--- config.mk ---
export PLATFORM = sky130hd
export DESIGN_NAME = flash_status_write_protect
export DESIGN_NICKNAME = d
export VERILOG_FILES = /design/src/flash_wp_pkg.sv /design/src/nv_status_store.sv /design/src/flash_status_write_protect.sv
export SDC_FILE = /design/constraint.sdc
export NUM_CORES = 1
export LEC_CHECK = 0
export ABC_AREA = 1
export BUFFER_PORTS_ARGS = -buffer_cell sky130_fd_sc_hd__buf_2
export CORE_UTILIZATION = 56
export CTS_BUF_LIST = sky130_fd_sc_hd__clkbuf_8
export DETAILED_ROUTE_END_ITERATION = 10
export PLACE_DENSITY = 0.83
export SYNTH_ARGS = -nofsm -noshare
export SYNTH_HDL_FRONTEND = slang
export SYNTH_SLANG_ARGS = --single-unit
--- constraint.sdc ---
create_clock -name clk_sys -period 4 [get_ports clk_sys]
set_clock_uncertainty 0.2 [all_clocks]
set_input_delay 0.2 -clock clk_sys [delete_from_list [all_inputs] [get_ports clk_sys]]
set_output_delay 0.2 -clock clk_sys [all_outputs]
set_load 0.05 [all_outputs]
--- src/flash_wp_pkg.sv ---
package flash_wp_pkg;

  // status word bit positions, low byte then high byte
  localparam int STATUS_W       = 16;
  localparam int BYTE_W         = 8;
  localparam int POS_BUSY       = 0;
  localparam int POS_WEL        = 1;
  localparam int POS_BP_LO      = 2;
  localparam int POS_BP_HI      = 4;
  localparam int POS_TB         = 5;
  localparam int POS_SEC        = 6;
  localparam int POS_LOCK_LOW   = 7;
  localparam int POS_LOCK_HIGH  = 8;
  localparam int POS_QUAD       = 9;

  // the non-volatile image covers status bits POS_BP_LO..POS_QUAD
  localparam int NV_LSB         = POS_BP_LO;
  localparam int NV_W           = POS_QUAD - NV_LSB + 1;
  localparam int NV_BP_LO       = POS_BP_LO - NV_LSB;
  localparam int NV_BP_HI       = POS_BP_HI - NV_LSB;
  localparam int NV_TB          = POS_TB - NV_LSB;
  localparam int NV_SEC         = POS_SEC - NV_LSB;
  localparam int NV_LOCK_LOW    = POS_LOCK_LOW - NV_LSB;
  localparam int NV_LOCK_HIGH   = POS_LOCK_HIGH - NV_LSB;
  localparam int NV_QUAD        = POS_QUAD - NV_LSB;
  localparam int NV_LOW_TOP     = BYTE_W - 1 - NV_LSB;
  localparam logic [NV_W-1:0] NV_FACTORY_DEFAULT = 8'h00;

  // status lock modes as {status_lock_high, status_lock_low}
  localparam logic [1:0] LOCK_SOFTWARE = 2'h0;
  localparam logic [1:0] LOCK_HARDWARE = 2'h1;
  localparam logic [1:0] LOCK_POWER    = 2'h2;
  localparam logic [1:0] LOCK_FOREVER  = 2'h3;

  // protect field codes
  localparam int BP_W                 = 3;
  localparam logic [2:0] BP_NONE      = 3'h0;
  localparam logic [2:0] BP_FULL      = 3'h7;
  localparam logic [2:0] BP_SEC_CAP   = 3'h4;
  localparam logic [2:0] BP_SEC_WIDE  = 3'h6;

  // region sizes as log2 of bytes
  localparam int ADDR_W         = 24;
  localparam int MBIT_LOG2      = 17;
  localparam int PAGE_LOG2      = 8;
  localparam int SECTOR_LOG2    = 12;
  localparam int HALF_BLK_LOG2  = 15;
  localparam int BLOCK_LOG2     = 16;
  localparam int DENSITY_DEF    = 32;

  typedef enum logic [3:0] {
    CMD_IDLE,
    CMD_WRITE_ENABLE,
    CMD_WRITE_DISABLE,
    CMD_WRITE_STATUS,
    CMD_PAGE_PROGRAM,
    CMD_QUAD_PAGE_PROGRAM,
    CMD_SECTOR_ERASE,
    CMD_BLOCK_ERASE_32,
    CMD_BLOCK_ERASE_64,
    CMD_CHIP_ERASE,
    CMD_QUAD_READ
  } cmd_type;

endpackage

--- src/nv_status_store.sv ---
`timescale 1ns/1ps
module nv_status_store
  import flash_wp_pkg::*;
(
  input  wire logic            clk_sys,
  input  wire logic            srst,
  input  wire logic            power_cycle,
  input  wire logic            wr_en,
  input  wire logic [NV_W-1:0] wr_data,
  output logic      [NV_W-1:0] rd_data
);

  logic [NV_W-1:0] cells;

  // srst stands for a factory-fresh part; power_cycle keeps the cells but clears a power-mode lock
  always_ff @(posedge clk_sys) begin
    if (srst) begin
      cells <= NV_FACTORY_DEFAULT;
    end else if (power_cycle) begin
      // a power loss aborts any write in flight
      if ({cells[NV_LOCK_HIGH], cells[NV_LOCK_LOW]} == LOCK_POWER) begin
        cells[NV_LOCK_HIGH] <= 1'b0;
        cells[NV_LOCK_LOW]  <= 1'b0;
      end
    end else if (wr_en) begin
      cells <= wr_data;
    end
  end

  always_ff @(posedge clk_sys) begin
    if (srst) begin
      rd_data <= NV_FACTORY_DEFAULT;
    end else begin
      rd_data <= cells;
    end
  end

endmodule

--- src/flash_status_write_protect.sv ---
`timescale 1ns/1ps
module flash_status_write_protect
  import flash_wp_pkg::*;
#(
  parameter int DENSITY_MBIT = DENSITY_DEF
)
(
  input  wire logic              clk_sys,
  input  wire logic              srst,
  input  wire logic              power_cycle,
  input  wire logic              wp_pin,
  input  wire logic              cmd_valid,
  input  wire cmd_type           cmd_code,
  input  wire logic [ADDR_W-1:0] cmd_addr,
  input  wire logic [STATUS_W-1:0] cmd_status_data,
  input  wire logic              cmd_status_two_bytes,
  output logic [BYTE_W-1:0]      status_low_byte,
  output logic [BYTE_W-1:0]      status_high_byte,
  output logic                   write_enable_latch,
  output logic                   quad_lane_enable,
  output logic                   wp_hold_function_active,
  output logic                   cmd_done,
  output logic                   cmd_accepted,
  output logic                   cmd_refused,
  output logic                   array_go,
  output cmd_type                array_op,
  output logic [ADDR_W-1:0]      array_addr,
  output logic                   prot_none,
  output logic [ADDR_W-1:0]      prot_low,
  output logic [ADDR_W-1:0]      prot_high
);

  localparam int ARRAY_LOG2 = $clog2(DENSITY_MBIT) + MBIT_LOG2;
  localparam logic [ADDR_W-1:0] ARRAY_TOP =
    ADDR_W'((32'h1 << ARRAY_LOG2) - 32'h1);

  // ---------------------------------------------------------------
  // protect pin synchroniser: stage one feeds stage two only
  // ---------------------------------------------------------------
  logic wp_meta;
  logic wp_s2;
  logic wp_s3;
  logic wp_level;

  always_ff @(posedge clk_sys) begin
    if (srst) begin
      wp_meta <= 1'b0;
      wp_s2   <= 1'b0;
      wp_s3   <= 1'b0;
    end else begin
      wp_meta <= wp_pin;
      wp_s2   <= wp_meta;
      wp_s3   <= wp_s2;
    end
  end

  // reset low is the safe side: a locked register until the pin is seen
  always_ff @(posedge clk_sys) begin
    if (srst) begin
      wp_level <= 1'b0;
    end else if (wp_s2 == wp_s3) begin
      wp_level <= wp_s3;
    end
  end

  // ---------------------------------------------------------------
  // non-volatile image
  // ---------------------------------------------------------------
  logic            nv_wr_en;
  logic [NV_W-1:0] nv_wr_data;
  logic [NV_W-1:0] nv_rd;

  nv_status_store u_nv (
    .clk_sys     (clk_sys),
    .srst        (srst),
    .power_cycle (power_cycle),
    .wr_en       (nv_wr_en),
    .wr_data     (nv_wr_data),
    .rd_data     (nv_rd)
  );

  logic [BP_W-1:0] protect_field;
  logic            top_bottom_select;
  logic            sector_granularity_select;
  logic            status_lock_low;
  logic            status_lock_high;
  logic            quad_bit;
  logic [1:0]      lock_mode;

  assign protect_field             = nv_rd[NV_BP_HI:NV_BP_LO];
  assign top_bottom_select         = nv_rd[NV_TB];
  assign sector_granularity_select = nv_rd[NV_SEC];
  assign status_lock_low           = nv_rd[NV_LOCK_LOW];
  assign status_lock_high          = nv_rd[NV_LOCK_HIGH];
  assign quad_bit                  = nv_rd[NV_QUAD];
  assign lock_mode = {status_lock_high, status_lock_low};

  // ---------------------------------------------------------------
  // protected range decode
  // ---------------------------------------------------------------
  logic        next_prot_none;
  logic [31:0] region_log2;
  logic [31:0] region_size;
  logic [31:0] next_prot_low;
  logic [31:0] next_prot_high;

  always_comb begin
    next_prot_none = 1'b0;
    region_log2    = 32'(ARRAY_LOG2);
    if (protect_field == BP_NONE) begin
      next_prot_none = 1'b1;
    end else if (protect_field == BP_FULL) begin
      region_log2 = 32'(ARRAY_LOG2);
    end else if (sector_granularity_select) begin
      // sector mode carves the end block only, but code 6 at 16 Mbit or less takes the whole array
      if (protect_field < BP_SEC_CAP) begin
        region_log2 = 32'(SECTOR_LOG2) + 32'(protect_field) - 32'h1;
      end else if (protect_field < BP_SEC_WIDE ||
                   ARRAY_LOG2 > BLOCK_LOG2 + 5) begin
        region_log2 = 32'(HALF_BLK_LOG2);
      end else begin
        region_log2 = 32'(ARRAY_LOG2);
      end
    end else begin
      // each code step doubles the count of 64KB blocks
      region_log2 = 32'(BLOCK_LOG2) + 32'(protect_field) - 32'h1;
      if (region_log2 > 32'(ARRAY_LOG2)) begin
        region_log2 = 32'(ARRAY_LOG2);
      end
    end
    region_size = 32'h1 << region_log2;
    if (top_bottom_select) begin
      next_prot_low  = 32'h0;
      next_prot_high = region_size - 32'h1;
    end else begin
      next_prot_low  = 32'(ARRAY_TOP) + 32'h1 - region_size;
      next_prot_high = 32'(ARRAY_TOP);
    end
  end

  always_ff @(posedge clk_sys) begin
    if (srst) begin
      prot_none <= 1'b1;
      prot_low  <= '0;
      prot_high <= '0;
    end else begin
      prot_none <= next_prot_none;
      prot_low  <= next_prot_low[ADDR_W-1:0];
      prot_high <= next_prot_high[ADDR_W-1:0];
    end
  end

  // ---------------------------------------------------------------
  // target region of a program or erase
  // ---------------------------------------------------------------
  logic [31:0] span_log2;
  logic [31:0] span_mask;
  logic [31:0] target_base;
  logic [31:0] target_end;
  logic        target_hit;
  logic        is_array_cmd;

  always_comb begin
    is_array_cmd = 1'b1;
    span_log2    = 32'(PAGE_LOG2);
    unique case (cmd_code)
      CMD_PAGE_PROGRAM,
      CMD_QUAD_PAGE_PROGRAM: span_log2 = 32'(PAGE_LOG2);
      CMD_SECTOR_ERASE:      span_log2 = 32'(SECTOR_LOG2);
      CMD_BLOCK_ERASE_32:    span_log2 = 32'(HALF_BLK_LOG2);
      CMD_BLOCK_ERASE_64:    span_log2 = 32'(BLOCK_LOG2);
      CMD_CHIP_ERASE:        span_log2 = 32'(ARRAY_LOG2);
      CMD_IDLE,
      CMD_WRITE_ENABLE,
      CMD_WRITE_DISABLE,
      CMD_WRITE_STATUS,
      CMD_QUAD_READ:         is_array_cmd = 1'b0;
    endcase
    span_mask   = (32'h1 << span_log2) - 32'h1;
    // addresses past the array wrap, as the array decoder does
    target_base = (32'(cmd_addr) & 32'(ARRAY_TOP)) & ~span_mask;
    target_end  = target_base | span_mask;
    // overlap test, using the range held one cycle earlier
    target_hit  = !prot_none &&
                  target_base <= 32'(prot_high) &&
                  target_end  >= 32'(prot_low);
  end

  // ---------------------------------------------------------------
  // status write permission and merge
  // ---------------------------------------------------------------
  logic hw_protect_live;
  logic status_write_ok;

  // with the quad bit set the protect pin is a data lane, so no gate
  assign hw_protect_live = !quad_bit;

  always_comb begin
    status_write_ok = 1'b0;
    unique case (lock_mode)
      LOCK_SOFTWARE: status_write_ok = write_enable_latch;
      LOCK_HARDWARE: status_write_ok = write_enable_latch &&
                       (wp_level || !hw_protect_live);
      LOCK_POWER:    status_write_ok = 1'b0;
      LOCK_FOREVER:  status_write_ok = 1'b0;
    endcase
  end

  always_comb begin
    nv_wr_data = nv_rd;
    if (cmd_status_two_bytes) begin
      nv_wr_data = cmd_status_data[POS_QUAD:NV_LSB];
    end else begin
      // one-byte write leaves the high byte as it was
      nv_wr_data[NV_LOW_TOP:0] = cmd_status_data[BYTE_W-1:NV_LSB];
    end
  end

  // only the status write path reaches the image
  assign nv_wr_en = cmd_valid && !power_cycle &&
                    cmd_code == CMD_WRITE_STATUS && status_write_ok;

  // ---------------------------------------------------------------
  // command outcome
  // ---------------------------------------------------------------
  logic next_accept;
  logic next_array_go;

  always_comb begin
    next_accept   = 1'b0;
    next_array_go = 1'b0;
    unique case (cmd_code)
      CMD_WRITE_ENABLE,
      CMD_WRITE_DISABLE:     next_accept = 1'b1;
      CMD_WRITE_STATUS:      next_accept = status_write_ok;
      CMD_QUAD_READ:         next_accept = quad_bit;
      CMD_QUAD_PAGE_PROGRAM: begin
        next_accept = quad_bit && write_enable_latch && !target_hit;
      end
      CMD_PAGE_PROGRAM,
      CMD_SECTOR_ERASE,
      CMD_BLOCK_ERASE_32,
      CMD_BLOCK_ERASE_64,
      CMD_CHIP_ERASE: begin
        // a host that skipped write-enable is refused here
        next_accept = write_enable_latch && !target_hit;
      end
      CMD_IDLE:              next_accept = 1'b0;
    endcase
    next_array_go = next_accept && is_array_cmd;
  end

  always_ff @(posedge clk_sys) begin
    if (srst || power_cycle) begin
      write_enable_latch <= 1'b0;
    end else if (cmd_valid) begin
      unique case (cmd_code)
        CMD_WRITE_ENABLE:  write_enable_latch <= 1'b1;
        CMD_WRITE_DISABLE,
        CMD_WRITE_STATUS,
        CMD_PAGE_PROGRAM,
        CMD_QUAD_PAGE_PROGRAM,
        CMD_SECTOR_ERASE,
        CMD_BLOCK_ERASE_32,
        CMD_BLOCK_ERASE_64,
        CMD_CHIP_ERASE:    write_enable_latch <= 1'b0;
        CMD_IDLE,
        CMD_QUAD_READ:     write_enable_latch <= write_enable_latch;
      endcase
    end
  end

  always_ff @(posedge clk_sys) begin
    if (srst || power_cycle) begin
      cmd_done     <= 1'b0;
      cmd_accepted <= 1'b0;
      cmd_refused  <= 1'b0;
    end else begin
      cmd_done     <= cmd_valid;
      cmd_accepted <= cmd_valid && next_accept;
      cmd_refused  <= cmd_valid && !next_accept;
    end
  end

  // the array sequencer sees only grants; refused targets never reach it
  always_ff @(posedge clk_sys) begin
    if (srst || power_cycle) begin
      array_go   <= 1'b0;
      array_op   <= CMD_IDLE;
      array_addr <= '0;
    end else begin
      array_go <= cmd_valid && next_array_go;
      if (cmd_valid && next_array_go) begin
        array_op   <= cmd_code;
        array_addr <= cmd_addr;
      end
    end
  end

  // ---------------------------------------------------------------
  // status read-back
  // ---------------------------------------------------------------
  always_ff @(posedge clk_sys) begin
    if (srst) begin
      status_low_byte  <= '0;
      status_high_byte <= '0;
    end else begin
      status_low_byte  <= '0;
      status_high_byte <= '0;
      status_low_byte[POS_WEL] <= write_enable_latch;
      status_low_byte[POS_BP_HI:POS_BP_LO] <= protect_field;
      status_low_byte[POS_TB]  <= top_bottom_select;
      status_low_byte[POS_SEC] <= sector_granularity_select;
      status_low_byte[POS_LOCK_LOW] <= status_lock_low;
      status_high_byte[POS_LOCK_HIGH-BYTE_W] <= status_lock_high;
      status_high_byte[POS_QUAD-BYTE_W]      <= quad_bit;
    end
  end

  // pin role: protect/hold functions, or data_lane_two/data_lane_three
  // a host strapping those pins must keep the quad bit clear
  always_ff @(posedge clk_sys) begin
    if (srst) begin
      quad_lane_enable        <= 1'b0;
      wp_hold_function_active <= 1'b1;
    end else begin
      quad_lane_enable        <= quad_bit;
      wp_hold_function_active <= !quad_bit;
    end
  end

endmodule

# Word level (Yosys, flattened, before mapping)
# Index checks and enable logic that the tools add are counted.
[totals]
regBits = 120
input_bits = 50
output_inout_bits = 100
elab_cells = 111
[op_classes]
addsub = 7
n_lt_le_gt_ge = 4
n_eq_ne = 17
shift = 2
n_mux = 16
bitwise_logic = 6
n_reduce_logical = 35
[op_table]
columns = ["operator", "count"]
rows = [
  ["$mux W32", 5],
  ["$and A22 B32 Y32", 1],
  ["$ge A32 B24 Y1", 1],
  ["$gt A32 B5 Y1 const B", 1],
  ["$le A32 B24 Y1", 1],
  ["$not A32 Y32", 1],
  ["$or A32 B32 Y32", 1],
  ["$shl A1 B32 Y24 const A", 1],
  ["$shl A1 B32 Y32 const A", 1],
  ["$sub A32 B1 Y32 const B", 1],
  ["$sub A23 B24 Y24 const A", 1],
  ["$sub A24 B1 Y24 const B", 1],
  ["$mux W22", 1],
  ["$pmux W5 S4", 1],
  ["$eq A4 B3 Y1 const B", 4],
  ["$logic_and A1 B1 Y1", 13],
  ["$eq A4 B4 Y1 const B", 3],
  ["$reduce_or A2 Y1", 5],
  ["$reduce_or A5 Y1", 2],
  ["$eq A4 B2 Y1 const B", 2],
  ["$reduce_or A8 Y1", 1],
  ["$mux W7", 1],
  ["$sub A6 B1 Y7 const B", 1],
  ["$add A5 B3 Y6 const A", 1],
  ["other kinds (22)", 36],
]

# Longest topological paths before layout
# Gate-level depths: netlist of run 1.
[depth]
depth_word = 14
mapped_depth = 27
mapped_depth_nobuf = 26

# Hierarchy
# From an unflattened synthesis of run 1, not the netlist that was laid out.
[hier_totals]
cells_unflattened = 900
area_unflattened_um2 = 6243.5
[by_module_without_submodules]
columns = ["mod", "instances", "cells_each", "area_per_inst_um2", "seq_area_each_um2"]
rows = [
  ["flash_status_write_protect", 1, 835, 5718.0, 1921.8],
  ["nv_status_store", 1, 65, 525.5, 320.3],
]

# Worst setup path after synthesis of run 1
# Ideal clock, no wire load.
[synth_path]
path_type = "input -> register"
from = "input port cmd_code[3]"
to = "register array_addr[0]"
setup_time_ns = 0.110
t_arrival_ns = 2.534
t_required_ns = 3.690
slack_ns = 1.156
cell_stages = 26
path_buffers = 1
path_cell_list = "inv_1 nor2_1 inv_1 nand2_1 o21ai_0 nor2_1 inv_1 nor2_1 a21oi_1 inv_1 nor2_1 ha_1 nand4_1 nor2_1 nand2_1 nand2_1 nand2_1 nand2_1 nand2_1 nand3_1 nand2_1 nand2_1 clkbuf_1 nand4_1 nand2_1 nor2_1"
[synth_between]
elab_chain_len = 14
elab_cells_between_ends = 31
cone_classes = "add/sub (1); order compare (2); eq/ne (10); shift (1); mux (3); bitwise (3); reduce/logical (11)"
[synth_lines]
columns = ["item", "line_no", "rtl"]
rows = [
  ["start, declared", "flash_status_write_protect.sv:13", "input wire cmd_type cmd_code,"],
  ["$eq A4 B4 Y1 / $eq A4 B3 Y1 (equally long branches)", "flash_status_write_protect.sv:166, flash_status_write_protect.sv:232", ""],
  ["$pmux W5 S4", "flash_status_write_protect.sv:166", "unique case (cmd_code)"],
  ["$shl A1 B32 Y32", "flash_status_write_protect.sv:179", "span_mask = (32'h1 << span_log2) - 32'h1;"],
  ["$sub A32 B1 Y32", "flash_status_write_protect.sv:179", ""],
  ["$not A32 Y32", "flash_status_write_protect.sv:181", "target_base = (32'(cmd_addr) & 32'(ARRAY_TOP)) & ~span_mask;"],
  ["$and A22 B32 Y32", "flash_status_write_protect.sv:181", ""],
  ["$or A32 B32 Y32 / $le A32 B24 Y1 (equally long branches)", "flash_status_write_protect.sv:182, flash_status_write_protect.sv:185", ""],
  ["$ge A32 B24 Y1 / $logic_and A1 B1 Y1 (equally long branches)", "flash_status_write_protect.sv:186, flash_status_write_protect.sv:184", ""],
  ["$logic_and A1 B1 Y1", "flash_status_write_protect.sv:185", "target_base <= 32'(prot_high) &&"],
  ["$logic_not A1 Y1", "flash_status_write_protect.sv:238, flash_status_write_protect.sv:246", ""],
  ["$logic_and A1 B1 Y1 (on tied branches)", "flash_status_write_protect.sv:246, flash_status_write_protect.sv:238", ""],
  ["$pmux W1 S6", "flash_status_write_protect.sv:232", "unique case (cmd_code)"],
  ["$logic_and A1 B1 Y1 (*)", "flash_status_write_protect.sv:250", "next_array_go = next_accept && is_array_cmd;"],
  ["$logic_and A1 B1 Y1 (*)", "flash_status_write_protect.sv:293", "if (cmd_valid && next_array_go) begin"],
  ["end signal, assigned", "flash_status_write_protect.sv:295", "array_addr <= cmd_addr;"],
  ["end, declared", "flash_status_write_protect.sv:27", "output logic [ADDR_W-1:0] array_addr,"],
]
# Mark *: on every way between the ends. The rest lies on a longest branch, timed or not.
# A chain may end at the register's enable or synchronous reset.

# Worst setup path after layout of run 1
[layout_path]
from = "input port cmd_code[2]"
to = "register array_addr[22]"
# Same word-level chain as after synthesis.

==> results of run 1 <==
## power groups by stage
stage	Combinational, W	Clock (W)	Sequential (W)
after floorplan	0.000205	0	0.00127
after global placement	0.000384	0	0.00118
after detailed placement	0.000392	0	0.00118
after CTS	0.000421	0.000707	0.00116
after global routing	0.000474	0.000749	0.00116
final	0.000426	0.000704	0.00116
## metal layers
layer	up-vias	part of all wire, %
met5	-	0
met2	154	48
met1	2605	44
met4	0	3.0
met3	32	5.1
li1	3113	-
## worst reg2reg max path, delay by kind of cell (launching register included)
family / cells / cell delay, ns
AO/OA/AOI/OAI: 2 / 0.40
AND/OR/NAND/NOR: 2 / 0.86
flip-flops: 1 / 0.38
buffers and inverters: 3 / 1.25
## sequential cells by signal, indices dropped and copies added (netlist names), 2 cells and up
signal            flops
u_nv.rd_data          8
status_high_byte      2
prot_low             24
status_low_byte       7
array_op              4
array_addr           24
u_nv.cells            8
prot_high            24
## kinds of logic (layout without fill, tap and decap cells)
group,Yosys count,after routing,synth area share (%)
simple gates,443,443,30.5
buf+inv,221,384,14.2
flops,112,112,36.2
compound gates,79,79,7.39
fa+ha+maj,54,54,10.9
xor+xnor,5,5,0.706
other cells,2,18,0.121
## cell type report
type                            count  area [µm²]
Inverter                          190         713
Timing Repair Buffer              178        1110
Sequential cell                   112        2240
Fill cell                         948        3210
Clock buffer                        9         124
Tap cell                          140         175
Clock inverter                      7        83.8
Multi-Input combinational cell    599        3140
## per-stage QoR
| stage | area (µm²) | hold WS (ns) |
|---|---|---|
| 6_report | 7580 | -0.00230 |
| 5_1_grt | 7580 | 0.0246 |
| 4_1_cts | 7580 | 0.00000577 |
| 3_5_place_dp | 7000 | 0.198 |
| 3_3_place_gp | 7000 | 0.196 |
| 2_1_floorplan | 6260 | 0.107 |
## synthesized netlist by cell type, types with 5 or more instances
master      n
ha_1       54
o21ai_0    20
o211ai_1    6
clkbuf_1   13
a21oi_1    28
inv_1     186
nor2_2      8
a211oi_1    5
o21ai_1     6
nand2_2     9
buf_4       8
buf_2       6
nand3_1    39
nor3_1      8
dfxtp_1   112
nor2_1    148
nand4_1    15
nand2_1   199
## worst paths after layout
path	end	depth (start not counted)	slack, ns
setup reg to reg	u_nv.cells[6]$_SDFFE_PP0P_	7	0.82
hold / removal	array_addr[11]$_SDFFE_PP0P_	5	-0.002
setup / recovery	array_addr[22]$_SDFFE_PP0P_	29	0.47
hold reg to reg	wp_s2$_SDFF_PP0_	2	0.21
## what timing repair did
action	4_1_cts	5_1_grt
endpoints found under the setup margin	0	0
hold buffers	38	0
hold endpoints to repair	38	0
==> metrics.txt, run 1 <==
# TYPE chip_impl_metric gauge
chip_impl_info{name="outcome",value="complete, but fails checks"} 1
chip_impl_info{name="failing_checks",value="negative hold slack"} 1
chip_impl_metric{name="core_region_area",unit="µm²"} 10800
chip_impl_metric{name="cts_made_buffers",unit=""} 9
chip_impl_metric{name="grt_overflow",unit=""} 0
chip_impl_metric{name="numPortBuffers",unit=""} 134
chip_impl_metric{name="nNetsFinal",unit=""} 1194
chip_impl_info{name="r2r_start",value="write_enable_latch$_SDFFE_PP0P_"} 1
chip_impl_metric{name="yosys_warn_count",unit=""} 0
chip_impl_metric{name="totalPowerFinal",unit="W"} 0.00229
chip_impl_info{name="worst_path_most_repeated_cell",value="nand2_1"} 1
chip_impl_metric{name="yosysUniqueCellTypes",unit=""} 41
chip_impl_metric{name="dp_worst_setup_slack",unit="ns"} 0.682
chip_impl_metric{name="detail_route.drc_violations",unit=""} 0
chip_impl_metric{name="slew-limit-headroom",unit="%"} 29.6
chip_impl_metric{name="power_report.internal_total",unit="W"} 0.00153
chip_impl_metric{name="finalNonFillerCells",unit=""} 1235
chip_impl_info{name="setup.worst_path.class",value="in -> reg"} 1
chip_impl_metric{name="netSwitchingFraction",unit="%"} 33.0
chip_impl_metric{name="postSynth.asyncResetShare",unit="%"} 0
chip_impl_metric{name="initial_core_util",unit="%"} 57.4
chip_impl_metric{name="fin_crit_sh",unit="%"} 88.2
chip_impl_metric{name="violation_count_after_the_first_detailed_routing_iteration",unit=""} 289
chip_impl_metric{name="antenna_left",unit=""} 0
chip_impl_info{name="gr-max-usage-layer",value="met2"} 1
chip_impl_metric{name="post_synth.cell_area_avg",unit="µm²"} 6.77
chip_impl_metric{name="achievable-frequency",unit="MHz"} 283
chip_impl_metric{name="gp_routability_congestion",unit=""} 0.933
chip_impl_metric{name="wl_per_cell",unit="µm"} 12.7
chip_impl_metric{name="synth_enable_flop_cells",unit=""} 0
chip_impl_metric{name="cts_num_sinks",unit=""} 112
chip_impl_metric{name="clock_insertion_delay_worst_skew",unit="ns"} 0.39
chip_impl_metric{name="num_antenna_cells",unit=""} 0
chip_impl_info{name="critPathLaunchType",value="input port"} 1
chip_impl_metric{name="die_area",unit="µm²"} 11500
chip_impl_metric{name="grt.met2_usage",unit="%"} 49.0
chip_impl_metric{name="mapped_cell_area",unit="µm²"} 6200
chip_impl_metric{name="synth_top_area_share",unit="%"} 36.2
chip_impl_metric{name="arrival",unit="ns"} 3.65
chip_impl_metric{name="grt_antenna_before_repair",unit=""} 0
chip_impl_metric{name="grt_use_met1",unit="%"} 32.9
chip_impl_info{name="clock_tree_from_tritoncts",value="yes"} 1
chip_impl_metric{name="final-max-slew-violation-count",unit=""} 0
chip_impl_metric{name="max_cap_viol_count",unit=""} 0
chip_impl_info{name="post_synth_top_area_cell",value="dfxtp_1"} 1
chip_impl_metric{name="clockBufferDepth",unit=""} 2
chip_impl_metric{name="power.density",unit="nW/µm²"} 302
chip_impl_metric{name="drive_gt1_share",unit="%"} 17.4
chip_impl_metric{name="grtUsageTotal",unit="%"} 27.5
chip_impl_metric{name="power.clock.fraction",unit="%"} 30.8
chip_impl_info{name="min_from",value="cmd_addr[11]"} 1
chip_impl_metric{name="post_cts.repair.setup_buffers",unit=""} 0
chip_impl_metric{name="maximum_number_of_pins_on_one_net_before_global_route_repair",unit=""} 47
chip_impl_metric{name="combinationalPowerShare",unit="%"} 18.6
chip_impl_metric{name="detailed_route_wl",unit="mm"} 15.6
chip_impl_metric{name="first_pass_grt_wire_length",unit="mm"} 25.0
chip_impl_metric{name="seq_power_share",unit="%"} 50.6
chip_impl_info{name="worst_setup_path_startpoint",value="cmd_code[2]"} 1
chip_impl_info{name="rsz_0062_raised_after_global_routing",value="no"} 1
chip_impl_metric{name="setup_viol_count_final",unit=""} 0
chip_impl_metric{name="peakVddDrop",unit="µV"} 231
chip_impl_metric{name="ys_ff_latch",unit=""} 112
chip_impl_metric{name="worst_slew_pin_slew",unit="ns"} 1.05
chip_impl_metric{name="clkSlewWorstSetupHoldPaths",unit="ns"} 0.12
chip_impl_metric{name="place.detailed.hpwl",unit="mm"} 11.5
chip_impl_metric{name="route.detailed.vias_per_inst",unit=""} 4.78
chip_impl_metric{name="syn_inst",unit=""} 916
chip_impl_metric{name="final_core_utilization",unit="%"} 70.3
chip_impl_metric{name="num_io_pins",unit=""} 150
chip_impl_metric{name="worst_slack",unit="ns"} 0.470
chip_impl_metric{name="synth.yosys.seq_area_share",unit="%"} 36.2
chip_impl_metric{name="dr_total_vias",unit=""} 5904
chip_impl_info{name="crit_path_top_delay_cell",value="dlygate4sd3_1"} 1
chip_impl_info{name="min_path_type",value="in -> reg"} 1
chip_impl_info{name="cts_root_buffer",value="clkbuf_8"} 1
chip_impl_metric{name="layout_min_cycle_time",unit="ns"} 3.53
chip_impl_metric{name="switchingPower",unit="W"} 0.000755
chip_impl_info{name="synth_area_leaders",value="dfxtp_1 36%, nand2_1 12%, inv_1 11%, ha_1 11%, nor2_1 9.0%"} 1
chip_impl_metric{name="grt_pass1_vias",unit=""} 5549
chip_impl_metric{name="setup_tns",unit="ns"} 0
chip_impl_metric{name="count_of_cells_resized_by_post_cts_repair",unit=""} 0
chip_impl_metric{name="crit_path_required_time",unit="ns"} 4.12
chip_impl_metric{name="clock_tree.htree_level_count",unit=""} 3
chip_impl_info{name="worst_setup_path_end_kind",value="flop"} 1
chip_impl_metric{name="critPathBufInv",unit=""} 7
chip_impl_metric{name="cpPeakStageDelay",unit="ns"} 0.53
chip_impl_metric{name="leakagePower",unit="nW"} 4.35
chip_impl_info{name="layout_common_cells",value="199 x nand2_1, 186 x inv_1, 147 x nor2_1, 134 x buf_2, 112 x dfxtp_1"} 1
chip_impl_metric{name="timing.hold.ws",unit="ns"} -0.00230
chip_impl_metric{name="gr-usage-met3",unit="%"} 4.62
chip_impl_metric{name="fp.dieH",unit="µm"} 107
chip_impl_metric{name="flow.area_growth_from_synthesis",unit="%"} 22.3
chip_impl_metric{name="detail_route.first_pass.iterations",unit=""} 4
chip_impl_info{name="critical_path.top_delay_family",value="simple AND/OR/NAND/NOR gates"} 1
chip_impl_info{name="ys_dominant_reg_cell",value="dfxtp_1"} 1
chip_impl_metric{name="die-width",unit="µm"} 107
chip_impl_metric{name="numPlacedInstances",unit=""} 1181
chip_impl_metric{name="timing_hold_violations_final",unit=""} 1
chip_impl_metric{name="crit_fanout",unit=""} 46
chip_impl_metric{name="placementRows",unit=""} 38
chip_impl_info{name="layout.cells.most_common",value="nand2_1"} 1
Note: power is estimated with default switching activity, not from simulation.
==> inputs of run 2 (changes only) <==
clock period = 3.3 ns   (was 4 ns; I/O delays follow)
==> run 2 against run 1 <==
The run now ends clean. Global-route usage decreased by 0.19 points. Die area unchanged. Routed wire length grew 2.4%. First-iteration DRC count up 22%. Power rose by 22%. Register-to-register slack got worse by 0.58 ns. Sequential share of layout area down 0.96 points. Critical path depth down 2. Combinational power increased by 31%. Count of clock-buffer cells in the layout did not move. Worst hold slack better by 0.031 ns. Critical endpoint is now array_addr[23]$_SDFFE_PP0P_.
==> metrics.txt, run 2 (synthesis gave the netlist of run 1 again) <==
# TYPE chip_impl_metric gauge
chip_impl_info{name="largestRegisters",value="array_addr (24), prot_high (24), prot_low (24)"} 1
chip_impl_metric{name="core_region_area",unit="µm²"} 10800
chip_impl_metric{name="detail_route.drc_violations",unit=""} 0
chip_impl_metric{name="layout.cell_area.non_filler",unit="µm²"} 7850
chip_impl_metric{name="wl_per_cell",unit="µm"} 12.8
chip_impl_metric{name="final_core_utilization",unit="%"} 72.7
chip_impl_metric{name="achievable-frequency",unit="MHz"} 314
chip_impl_metric{name="detail_route.first_pass.iterations",unit=""} 6
chip_impl_metric{name="setup_tns",unit="ns"} 0
chip_impl_metric{name="arrival",unit="ns"} 3.31
chip_impl_metric{name="timing_hold_violations_final",unit=""} 0
chip_impl_metric{name="first_pass_grt_wire_length",unit="mm"} 24.8
chip_impl_metric{name="power.density",unit="nW/µm²"} 355
chip_impl_metric{name="numPortBuffers",unit=""} 134
chip_impl_metric{name="placementRows",unit=""} 38
chip_impl_info{name="cts_root_buffer",value="clkbuf_8"} 1
chip_impl_metric{name="num_io_pins",unit=""} 150
chip_impl_metric{name="grt_antenna_before_repair",unit=""} 0
chip_impl_info{name="outcome",value="completed"} 1
chip_impl_info{name="critPathLaunchType",value="input port"} 1
chip_impl_metric{name="grt_overflow",unit=""} 0
chip_impl_metric{name="fin_crit_sh",unit="%"} 96.6
chip_impl_metric{name="clockBufferDepth",unit=""} 2
chip_impl_info{name="worst_setup_path_end_kind",value="flop"} 1
chip_impl_metric{name="setup_viol_count_final",unit=""} 0
chip_impl_metric{name="nNetsFinal",unit=""} 1210
chip_impl_metric{name="cts_made_buffers",unit=""} 9
chip_impl_metric{name="dr_total_vias",unit=""} 6053
chip_impl_info{name="clock_tree_from_tritoncts",value="yes"} 1
chip_impl_metric{name="gp_routability_congestion",unit=""} 0.917
chip_impl_metric{name="clock_insertion_delay_worst_skew",unit="ns"} 0.39
chip_impl_metric{name="route.detailed.vias_per_inst",unit=""} 4.84
chip_impl_metric{name="max_cap_viol_count",unit=""} 0
chip_impl_metric{name="die-width",unit="µm"} 107
chip_impl_metric{name="violation_count_after_the_first_detailed_routing_iteration",unit=""} 354
chip_impl_info{name="setup.worst_path.class",value="in -> reg"} 1
chip_impl_metric{name="grt_pass1_vias",unit=""} 5540
chip_impl_info{name="layout.cells.most_common",value="nand2_1"} 1
chip_impl_info{name="layout_common_cells",value="197 x nand2_1, 183 x inv_1, 141 x nor2_1, 133 x buf_2, 110 x dfxtp_1"} 1
chip_impl_metric{name="cts_num_sinks",unit=""} 112
chip_impl_metric{name="num_antenna_cells",unit=""} 0
chip_impl_metric{name="worst_slew_pin_slew",unit="ns"} 0.876
chip_impl_metric{name="grtUsageTotal",unit="%"} 27.3
chip_impl_metric{name="antenna_left",unit=""} 0
chip_impl_metric{name="clkSlewWorstSetupHoldPaths",unit="ns"} 0.11
chip_impl_metric{name="die_area",unit="µm²"} 11500
chip_impl_metric{name="crit_fanout",unit=""} 11
chip_impl_metric{name="crit_path_required_time",unit="ns"} 3.42
chip_impl_metric{name="slew-limit-headroom",unit="%"} 41.4
chip_impl_metric{name="filler_cell_count",unit=""} 890
chip_impl_metric{name="dp_worst_setup_slack",unit="ns"} 0.119
chip_impl_metric{name="flow.area_growth_from_synthesis",unit="%"} 26.6
chip_impl_info{name="min_path_type",value="in -> reg"} 1
chip_impl_metric{name="leakagePower",unit="nW"} 4.47
chip_impl_metric{name="maximum_number_of_pins_on_one_net_before_global_route_repair",unit=""} 47
chip_impl_metric{name="dpl_cell_area",unit="µm²"} 7040
chip_impl_metric{name="detailed_route_wl",unit="mm"} 16.0
chip_impl_metric{name="peakVddDrop",unit="µV"} 323
chip_impl_metric{name="fp.dieH",unit="µm"} 107
chip_impl_metric{name="final-max-slew-violation-count",unit=""} 0
chip_impl_metric{name="place.detailed.hpwl",unit="mm"} 11.2
chip_impl_metric{name="clock_tree.htree_level_count",unit=""} 3
chip_impl_metric{name="worst_slack",unit="ns"} 0.112
chip_impl_metric{name="drive_gt1_share",unit="%"} 20.1
chip_impl_metric{name="initial_core_util",unit="%"} 57.4
chip_impl_metric{name="layout_min_cycle_time",unit="ns"} 3.19
## run 2: cell types whose count changed in the layout (fill, tap and decap cells not counted), sizes merged
cell         change
buf             +10
clkbuf           +3
dlygate4sd3      +3
clkinv           -1
inv              +1
## run 2: power breakdown
group	switching [W]	internal, W
combinational	0.000366	0.000193
clock	0.000521	0.000300
sequential	0.0000174	0.00138
## run 2: repair_timing
item	in CTS	in global routing
setup endpoints to repair	0	40
endpoints found under the hold margin	44	0
resized for setup	0	28
buffers inserted	0	2
hold buffers	42	0
## run 2: final timing paths
path	end	slack, ns	start	cells after the start
worst max-delay path	array_addr[23]$_SDFFE_PP0P_	0.11	cmd_code[1]	27
worst min-delay path	array_op[3]$_SDFFE_PP0P_	0.03	cmd_code[3]	5
worst max register to register	u_nv.cells[6]$_SDFFE_PP0P_	0.24	write_enable_latch$_SDFFE_PP0P_	7
worst min register to register	wp_s2$_SDFF_PP0_	0.21	wp_meta$_SDFF_PP0_	2
## run 2: final cells by class
cell class / instances / area [µm²] / share of cell area [%]
inverter: 190 / 716 / 9.12
clock inverter: 7 / 73.8 / 0.941
clock buffer: 9 / 124 / 1.58
tap: 140 / 175 / 2.23
multi-input combinational: 599 / 3210 / 40.9
sequential: 112 / 2240 / 28.6
timing repair buffer: 194 / 1300 / 16.6
## run 2: per-layer routing
metal,vias up,part of all wire (%),GRT usage [%],wire length (µm)
met5,-,0,0,0
met4,0,2.0,9.49,326
met3,27,5.6,5.17,898
met2,175,49,48.2,7890
met1,2707,43,33.0,6900
li1,3144,-,-,-
## run 2: critical path, cell delays in order
cell           delay (ns)
dlygate4sd3_1        0.53
buf_4                0.15
inv_4                0.05
nand2_1              0.10
o21ai_2              0.11
nor2_4               0.13
inv_2                0.06
nor2_4               0.13
a21oi_2              0.05
inv_1                0.05
nor2_1               0.04
ha_1                 0.26
nand4_1              0.12
a21oi_1              0.14
nor2_1               0.05
nand2_1              0.07
nand2_1              0.05
nand2_1              0.06
nand2_1              0.05
nand3_1              0.10
nand2_1              0.08
nand2_2              0.09
nand3_4              0.17
clkbuf_16            0.26
nand2_1              0.07
inv_1                0.04
nor2_1               0.12
## run 2: per-stage QoR
stage | hold WS, ns | instances | total power, W
2_1_floorplan | 0.0720 | 932 | 0.00179
3_3_place_gp | 0.170 | 1187 | 0.00190
3_5_place_dp | 0.176 | 1187 | 0.00191
4_1_cts | 0.0259 | 1245 | 0.00276
5_1_grt | 0.0619 | 1251 | 0.00291
6_report | 0.0284 | 1251 | 0.00278
==> inputs of run 3 (changes only) <==
--- a/config.mk
+++ b/config.mk
@@ -12,2 +12,3 @@
 export DETAILED_ROUTE_END_ITERATION = 10
+export MAX_ROUTING_LAYER = met4
 export PLACE_DENSITY = 0.83
==> constraint.sdc (replaced) <==
create_clock -name clk_sys -period 3.3 [get_ports clk_sys]
set_clock_uncertainty 0.2 [all_clocks]
set_input_delay 0.33 -clock clk_sys [delete_from_list [all_inputs] [get_ports clk_sys]]
set_output_delay 0.33 -clock clk_sys [all_outputs]
set_load 0.05 [all_outputs]
==> run 3 against run 2 <==
Sequential cell count stayed put. Combinational power is 6.4% lower. Register-to-register slack hardly changed. Via count is 0.96% lower. Critical path type is now reg -> reg. Critical endpoint is now prot_high[20]$_SDFF_PP0_.
==> metrics.txt, run 3 (synthesis gave the netlist of run 1 again) <==
# TYPE chip_impl_metric gauge
chip_impl_info{name="cts_root_buffer",value="clkbuf_8"} 1
chip_impl_info{name="dr_top_layer",value="met4"} 1
chip_impl_info{name="critPathLaunchType",value="flop"} 1
chip_impl_metric{name="clock_insertion_delay_worst_skew",unit="ns"} 0.40
chip_impl_info{name="min_from",value="cmd_addr[15]"} 1
chip_impl_metric{name="seq_power_share",unit="%"} 49.6
chip_impl_metric{name="grt_pass1_vias",unit=""} 5592
chip_impl_metric{name="met3_wirelength",unit="µm"} 717
chip_impl_metric{name="finalNonFillerCells",unit=""} 1230
chip_impl_metric{name="leakagePower",unit="nW"} 4.35
chip_impl_metric{name="setup_tns",unit="ns"} 0
chip_impl_metric{name="fin_crit_sh",unit="%"} 93.0
chip_impl_metric{name="detail_route.first_pass.iterations",unit=""} 5
chip_impl_metric{name="fp.dieH",unit="µm"} 107
chip_impl_metric{name="wl_per_cell",unit="µm"} 12.5
chip_impl_metric{name="grtUsageTotal",unit="%"} 28.0
chip_impl_info{name="critical_path.top_delay_family",value="simple AND/OR/NAND/NOR gates"} 1
chip_impl_metric{name="grt_antenna_before_repair",unit=""} 0
chip_impl_metric{name="arrival",unit="ns"} 3.16
chip_impl_metric{name="final-max-slew-violation-count",unit=""} 0
chip_impl_metric{name="critPathBufInv",unit=""} 2
chip_impl_metric{name="violation_count_after_the_first_detailed_routing_iteration",unit=""} 430
chip_impl_metric{name="detail_route.drc_violations",unit=""} 0
chip_impl_metric{name="flow.area_growth_from_synthesis",unit="%"} 22.1
chip_impl_info{name="timing.hold.worst_endpoint",value="array_addr[15]$_SDFFE_PP0P_"} 1
chip_impl_metric{name="power.density",unit="nW/µm²"} 374
chip_impl_metric{name="antenna_left",unit=""} 0
chip_impl_info{name="layout_common_cells",value="197 x nand2_1, 186 x inv_1, 146 x nor2_1, 134 x buf_2, 111 x dfxtp_1"} 1
chip_impl_metric{name="detailed_route_wl",unit="mm"} 15.4
chip_impl_metric{name="cts_made_buffers",unit=""} 9
chip_impl_metric{name="die-width",unit="µm"} 107
chip_impl_info{name="r2r_start",value="u_nv.rd_data[0]$_SDFF_PP0_"} 1
chip_impl_metric{name="dpl_cell_area",unit="µm²"} 7090
chip_impl_metric{name="netSwitchingFraction",unit="%"} 33.5
chip_impl_metric{name="numPortBuffers",unit=""} 134
chip_impl_metric{name="route.detailed.vias_per_inst",unit=""} 4.87
chip_impl_metric{name="layout.cell_area.non_filler",unit="µm²"} 7570
chip_impl_metric{name="switchingPower",unit="W"} 0.000947
chip_impl_metric{name="grt_overflow",unit=""} 0
chip_impl_info{name="cp_cell_sequence",value="inv_1 > ha_1 > ha_1 > nor3_1 > nand2_1 > nand2_1 > nor2_1 > nand2_1 > nor2_1 > nand3_1 > ha_2 > inv_1 > nor2_4 > nand3_2 > nor2_1 > nand2_1 > nand3_1 > nand2_1"} 1
chip_impl_metric{name="met2WireLength",unit="mm"} 7.28
chip_impl_metric{name="totalPowerFinal",unit="W"} 0.00283
chip_impl_metric{name="crit_fanout",unit=""} 5
chip_impl_metric{name="peakVddDrop",unit="µV"} 307
chip_impl_metric{name="num_io_pins",unit=""} 150
chip_impl_metric{name="numPlacedInstances",unit=""} 1192
chip_impl_metric{name="gp_routability_congestion",unit=""} 0.933
chip_impl_metric{name="drive_gt1_share",unit="%"} 19.2
chip_impl_info{name="outcome",value="completed"} 1
chip_impl_metric{name="initial_core_util",unit="%"} 57.4
chip_impl_metric{name="first_pass_grt_wire_length",unit="mm"} 24.7
chip_impl_metric{name="place.detailed.hpwl",unit="mm"} 11.6
chip_impl_info{name="layout.cells.most_common",value="nand2_1"} 1
chip_impl_info{name="crit_path_top_delay_cell",value="dfxtp_2"} 1
chip_impl_metric{name="reg2reg_slack",unit="ns"} 0.23
chip_impl_info{name="largestRegisters",value="array_addr (24), prot_high (24), prot_low (24)"} 1
chip_impl_metric{name="cpPeakStageDelay",unit="ns"} 0.40
chip_impl_metric{name="die_area",unit="µm²"} 11500
chip_impl_info{name="worst_setup_path_end_kind",value="flop"} 1
chip_impl_info{name="clock_tree_from_tritoncts",value="yes"} 1
chip_impl_metric{name="crit_path_required_time",unit="ns"} 3.39
chip_impl_metric{name="slew-limit-headroom",unit="%"} 45.1
chip_impl_metric{name="timing.hold.ws",unit="ns"} 0.00197
chip_impl_info{name="min_path_type",value="in -> reg"} 1
chip_impl_metric{name="core_region_area",unit="µm²"} 10800
chip_impl_metric{name="wl_met1",unit="mm"} 6.94
chip_impl_metric{name="register_to_register_path_depth",unit=""} 18
chip_impl_metric{name="achievable-frequency",unit="MHz"} 326
chip_impl_metric{name="combinationalPowerShare",unit="%"} 18.5
chip_impl_metric{name="placementRows",unit=""} 38
chip_impl_metric{name="clkSlewWorstSetupHoldPaths",unit="ns"} 0.13
chip_impl_metric{name="cts_num_sinks",unit=""} 112
chip_impl_metric{name="power.clock.fraction",unit="%"} 31.9
chip_impl_info{name="worst_path_most_repeated_cell",value="nand2_1"} 1
chip_impl_metric{name="layout_min_cycle_time",unit="ns"} 3.07
chip_impl_info{name="worst_r2r_endpoint",value="prot_high[20]$_SDFF_PP0_"} 1
chip_impl_metric{name="dr_total_vias",unit=""} 5995
chip_impl_metric{name="clockBufferDepth",unit=""} 2
chip_impl_info{name="setup.worst_path.class",value="reg -> reg"} 1
chip_impl_metric{name="filler_cell_count",unit=""} 914
chip_impl_metric{name="power_report.internal_total",unit="W"} 0.00188
chip_impl_metric{name="num_antenna_cells",unit=""} 0
chip_impl_metric{name="maximum_number_of_pins_on_one_net_before_global_route_repair",unit=""} 37
chip_impl_metric{name="setup_viol_count_final",unit=""} 0
chip_impl_metric{name="nNetsFinal",unit=""} 1189
chip_impl_metric{name="worst_slew_pin_slew",unit="ns"} 0.821
chip_impl_metric{name="hold_depth",unit=""} 3
chip_impl_metric{name="timing_hold_violations_final",unit=""} 0
chip_impl_metric{name="clock_tree.htree_level_count",unit=""} 3
chip_impl_metric{name="max_cap_viol_count",unit=""} 0
## run 3: power groups by stage
| stage | combinational (W) | sequential, W | clock [W] |
|---|---|---|---|
| after floorplan | 0.000248 | 0.00154 | 0 |
| after global placement | 0.000476 | 0.00143 | 0 |
| after detailed placement | 0.000485 | 0.00143 | 0 |
| after CTS | 0.000507 | 0.00140 | 0.000913 |
| after global routing | 0.000581 | 0.00141 | 0.000967 |
| final | 0.000523 | 0.00140 | 0.000902 |
## run 3: timing repair
action,4_1_cts,5_1_grt
buffers inserted,0,0
resized for setup,0,9
endpoints found under the setup margin,0,34
hold endpoints to repair,21,0
hold buffers,21,0
## run 3: through the flow
stage / setup slack (ns) / utilization, %
floorplan: 0.326 / -
global placement: -0.0110 / 65.7
detailed placement: -0.0936 / 65.7
CTS: 0.140 / 69.6
global route: -0.000635 / 70.1
finish: 0.231 / 70.1
## run 3: final cells by class
cell class / instances / area (µm²) / area share, %
Inverter: 190 / 713 / 9.42
Timing Repair Buffer: 173 / 1060 / 14.0
Tap cell: 140 / 175 / 2.31
Multi-Input combinational cell: 599 / 3160 / 41.8
Clock inverter: 7 / 91.3 / 1.21
Clock buffer: 9 / 124 / 1.64
Sequential cell: 112 / 2240 / 29.6
## run 3: worst register-to-register path: stages (launching register included)
cell and delay, ns:
dfxtp_2 0.40, inv_1 0.09, ha_1 0.22, ha_1 0.30
nor3_1 0.23, nand2_1 0.11, nand2_1 0.11, nor2_1 0.06
nand2_1 0.10, nor2_1 0.08, nand3_1 0.10, ha_2 0.23
inv_1 0.11, nor2_4 0.16, nand3_2 0.14, nor2_1 0.12
nand2_1 0.07, nand3_1 0.08, nand2_1 0.06
## run 3: worst max path at each step
stage,endpoint,slack (ns),depth (start not counted),from
floorplan,array_addr[0]$_SDFFE_PP0P_,0.33,26,cmd_code[3]
global placement,array_addr[6]$_SDFFE_PP0P_,-0.01,27,cmd_code[3]
detailed placement,array_addr[6]$_SDFFE_PP0P_,-0.09,27,cmd_code[3]
CTS,prot_high[16]$_SDFF_PP0_,0.14,18,u_nv.rd_data[0]$_SDFF_PP0_
global route,prot_high[20]$_SDFF_PP0_,-0.0006,18,u_nv.rd_data[0]$_SDFF_PP0_
finish,prot_high[20]$_SDFF_PP0_,0.23,18,u_nv.rd_data[0]$_SDFF_PP0_
## run 3: layer usage
metal  GRT usage (%)  vias up
met5               -        -
met3            4.38       44
met4            12.3        0
met1            33.8     2672
li1                -     3113
met2            46.4      166
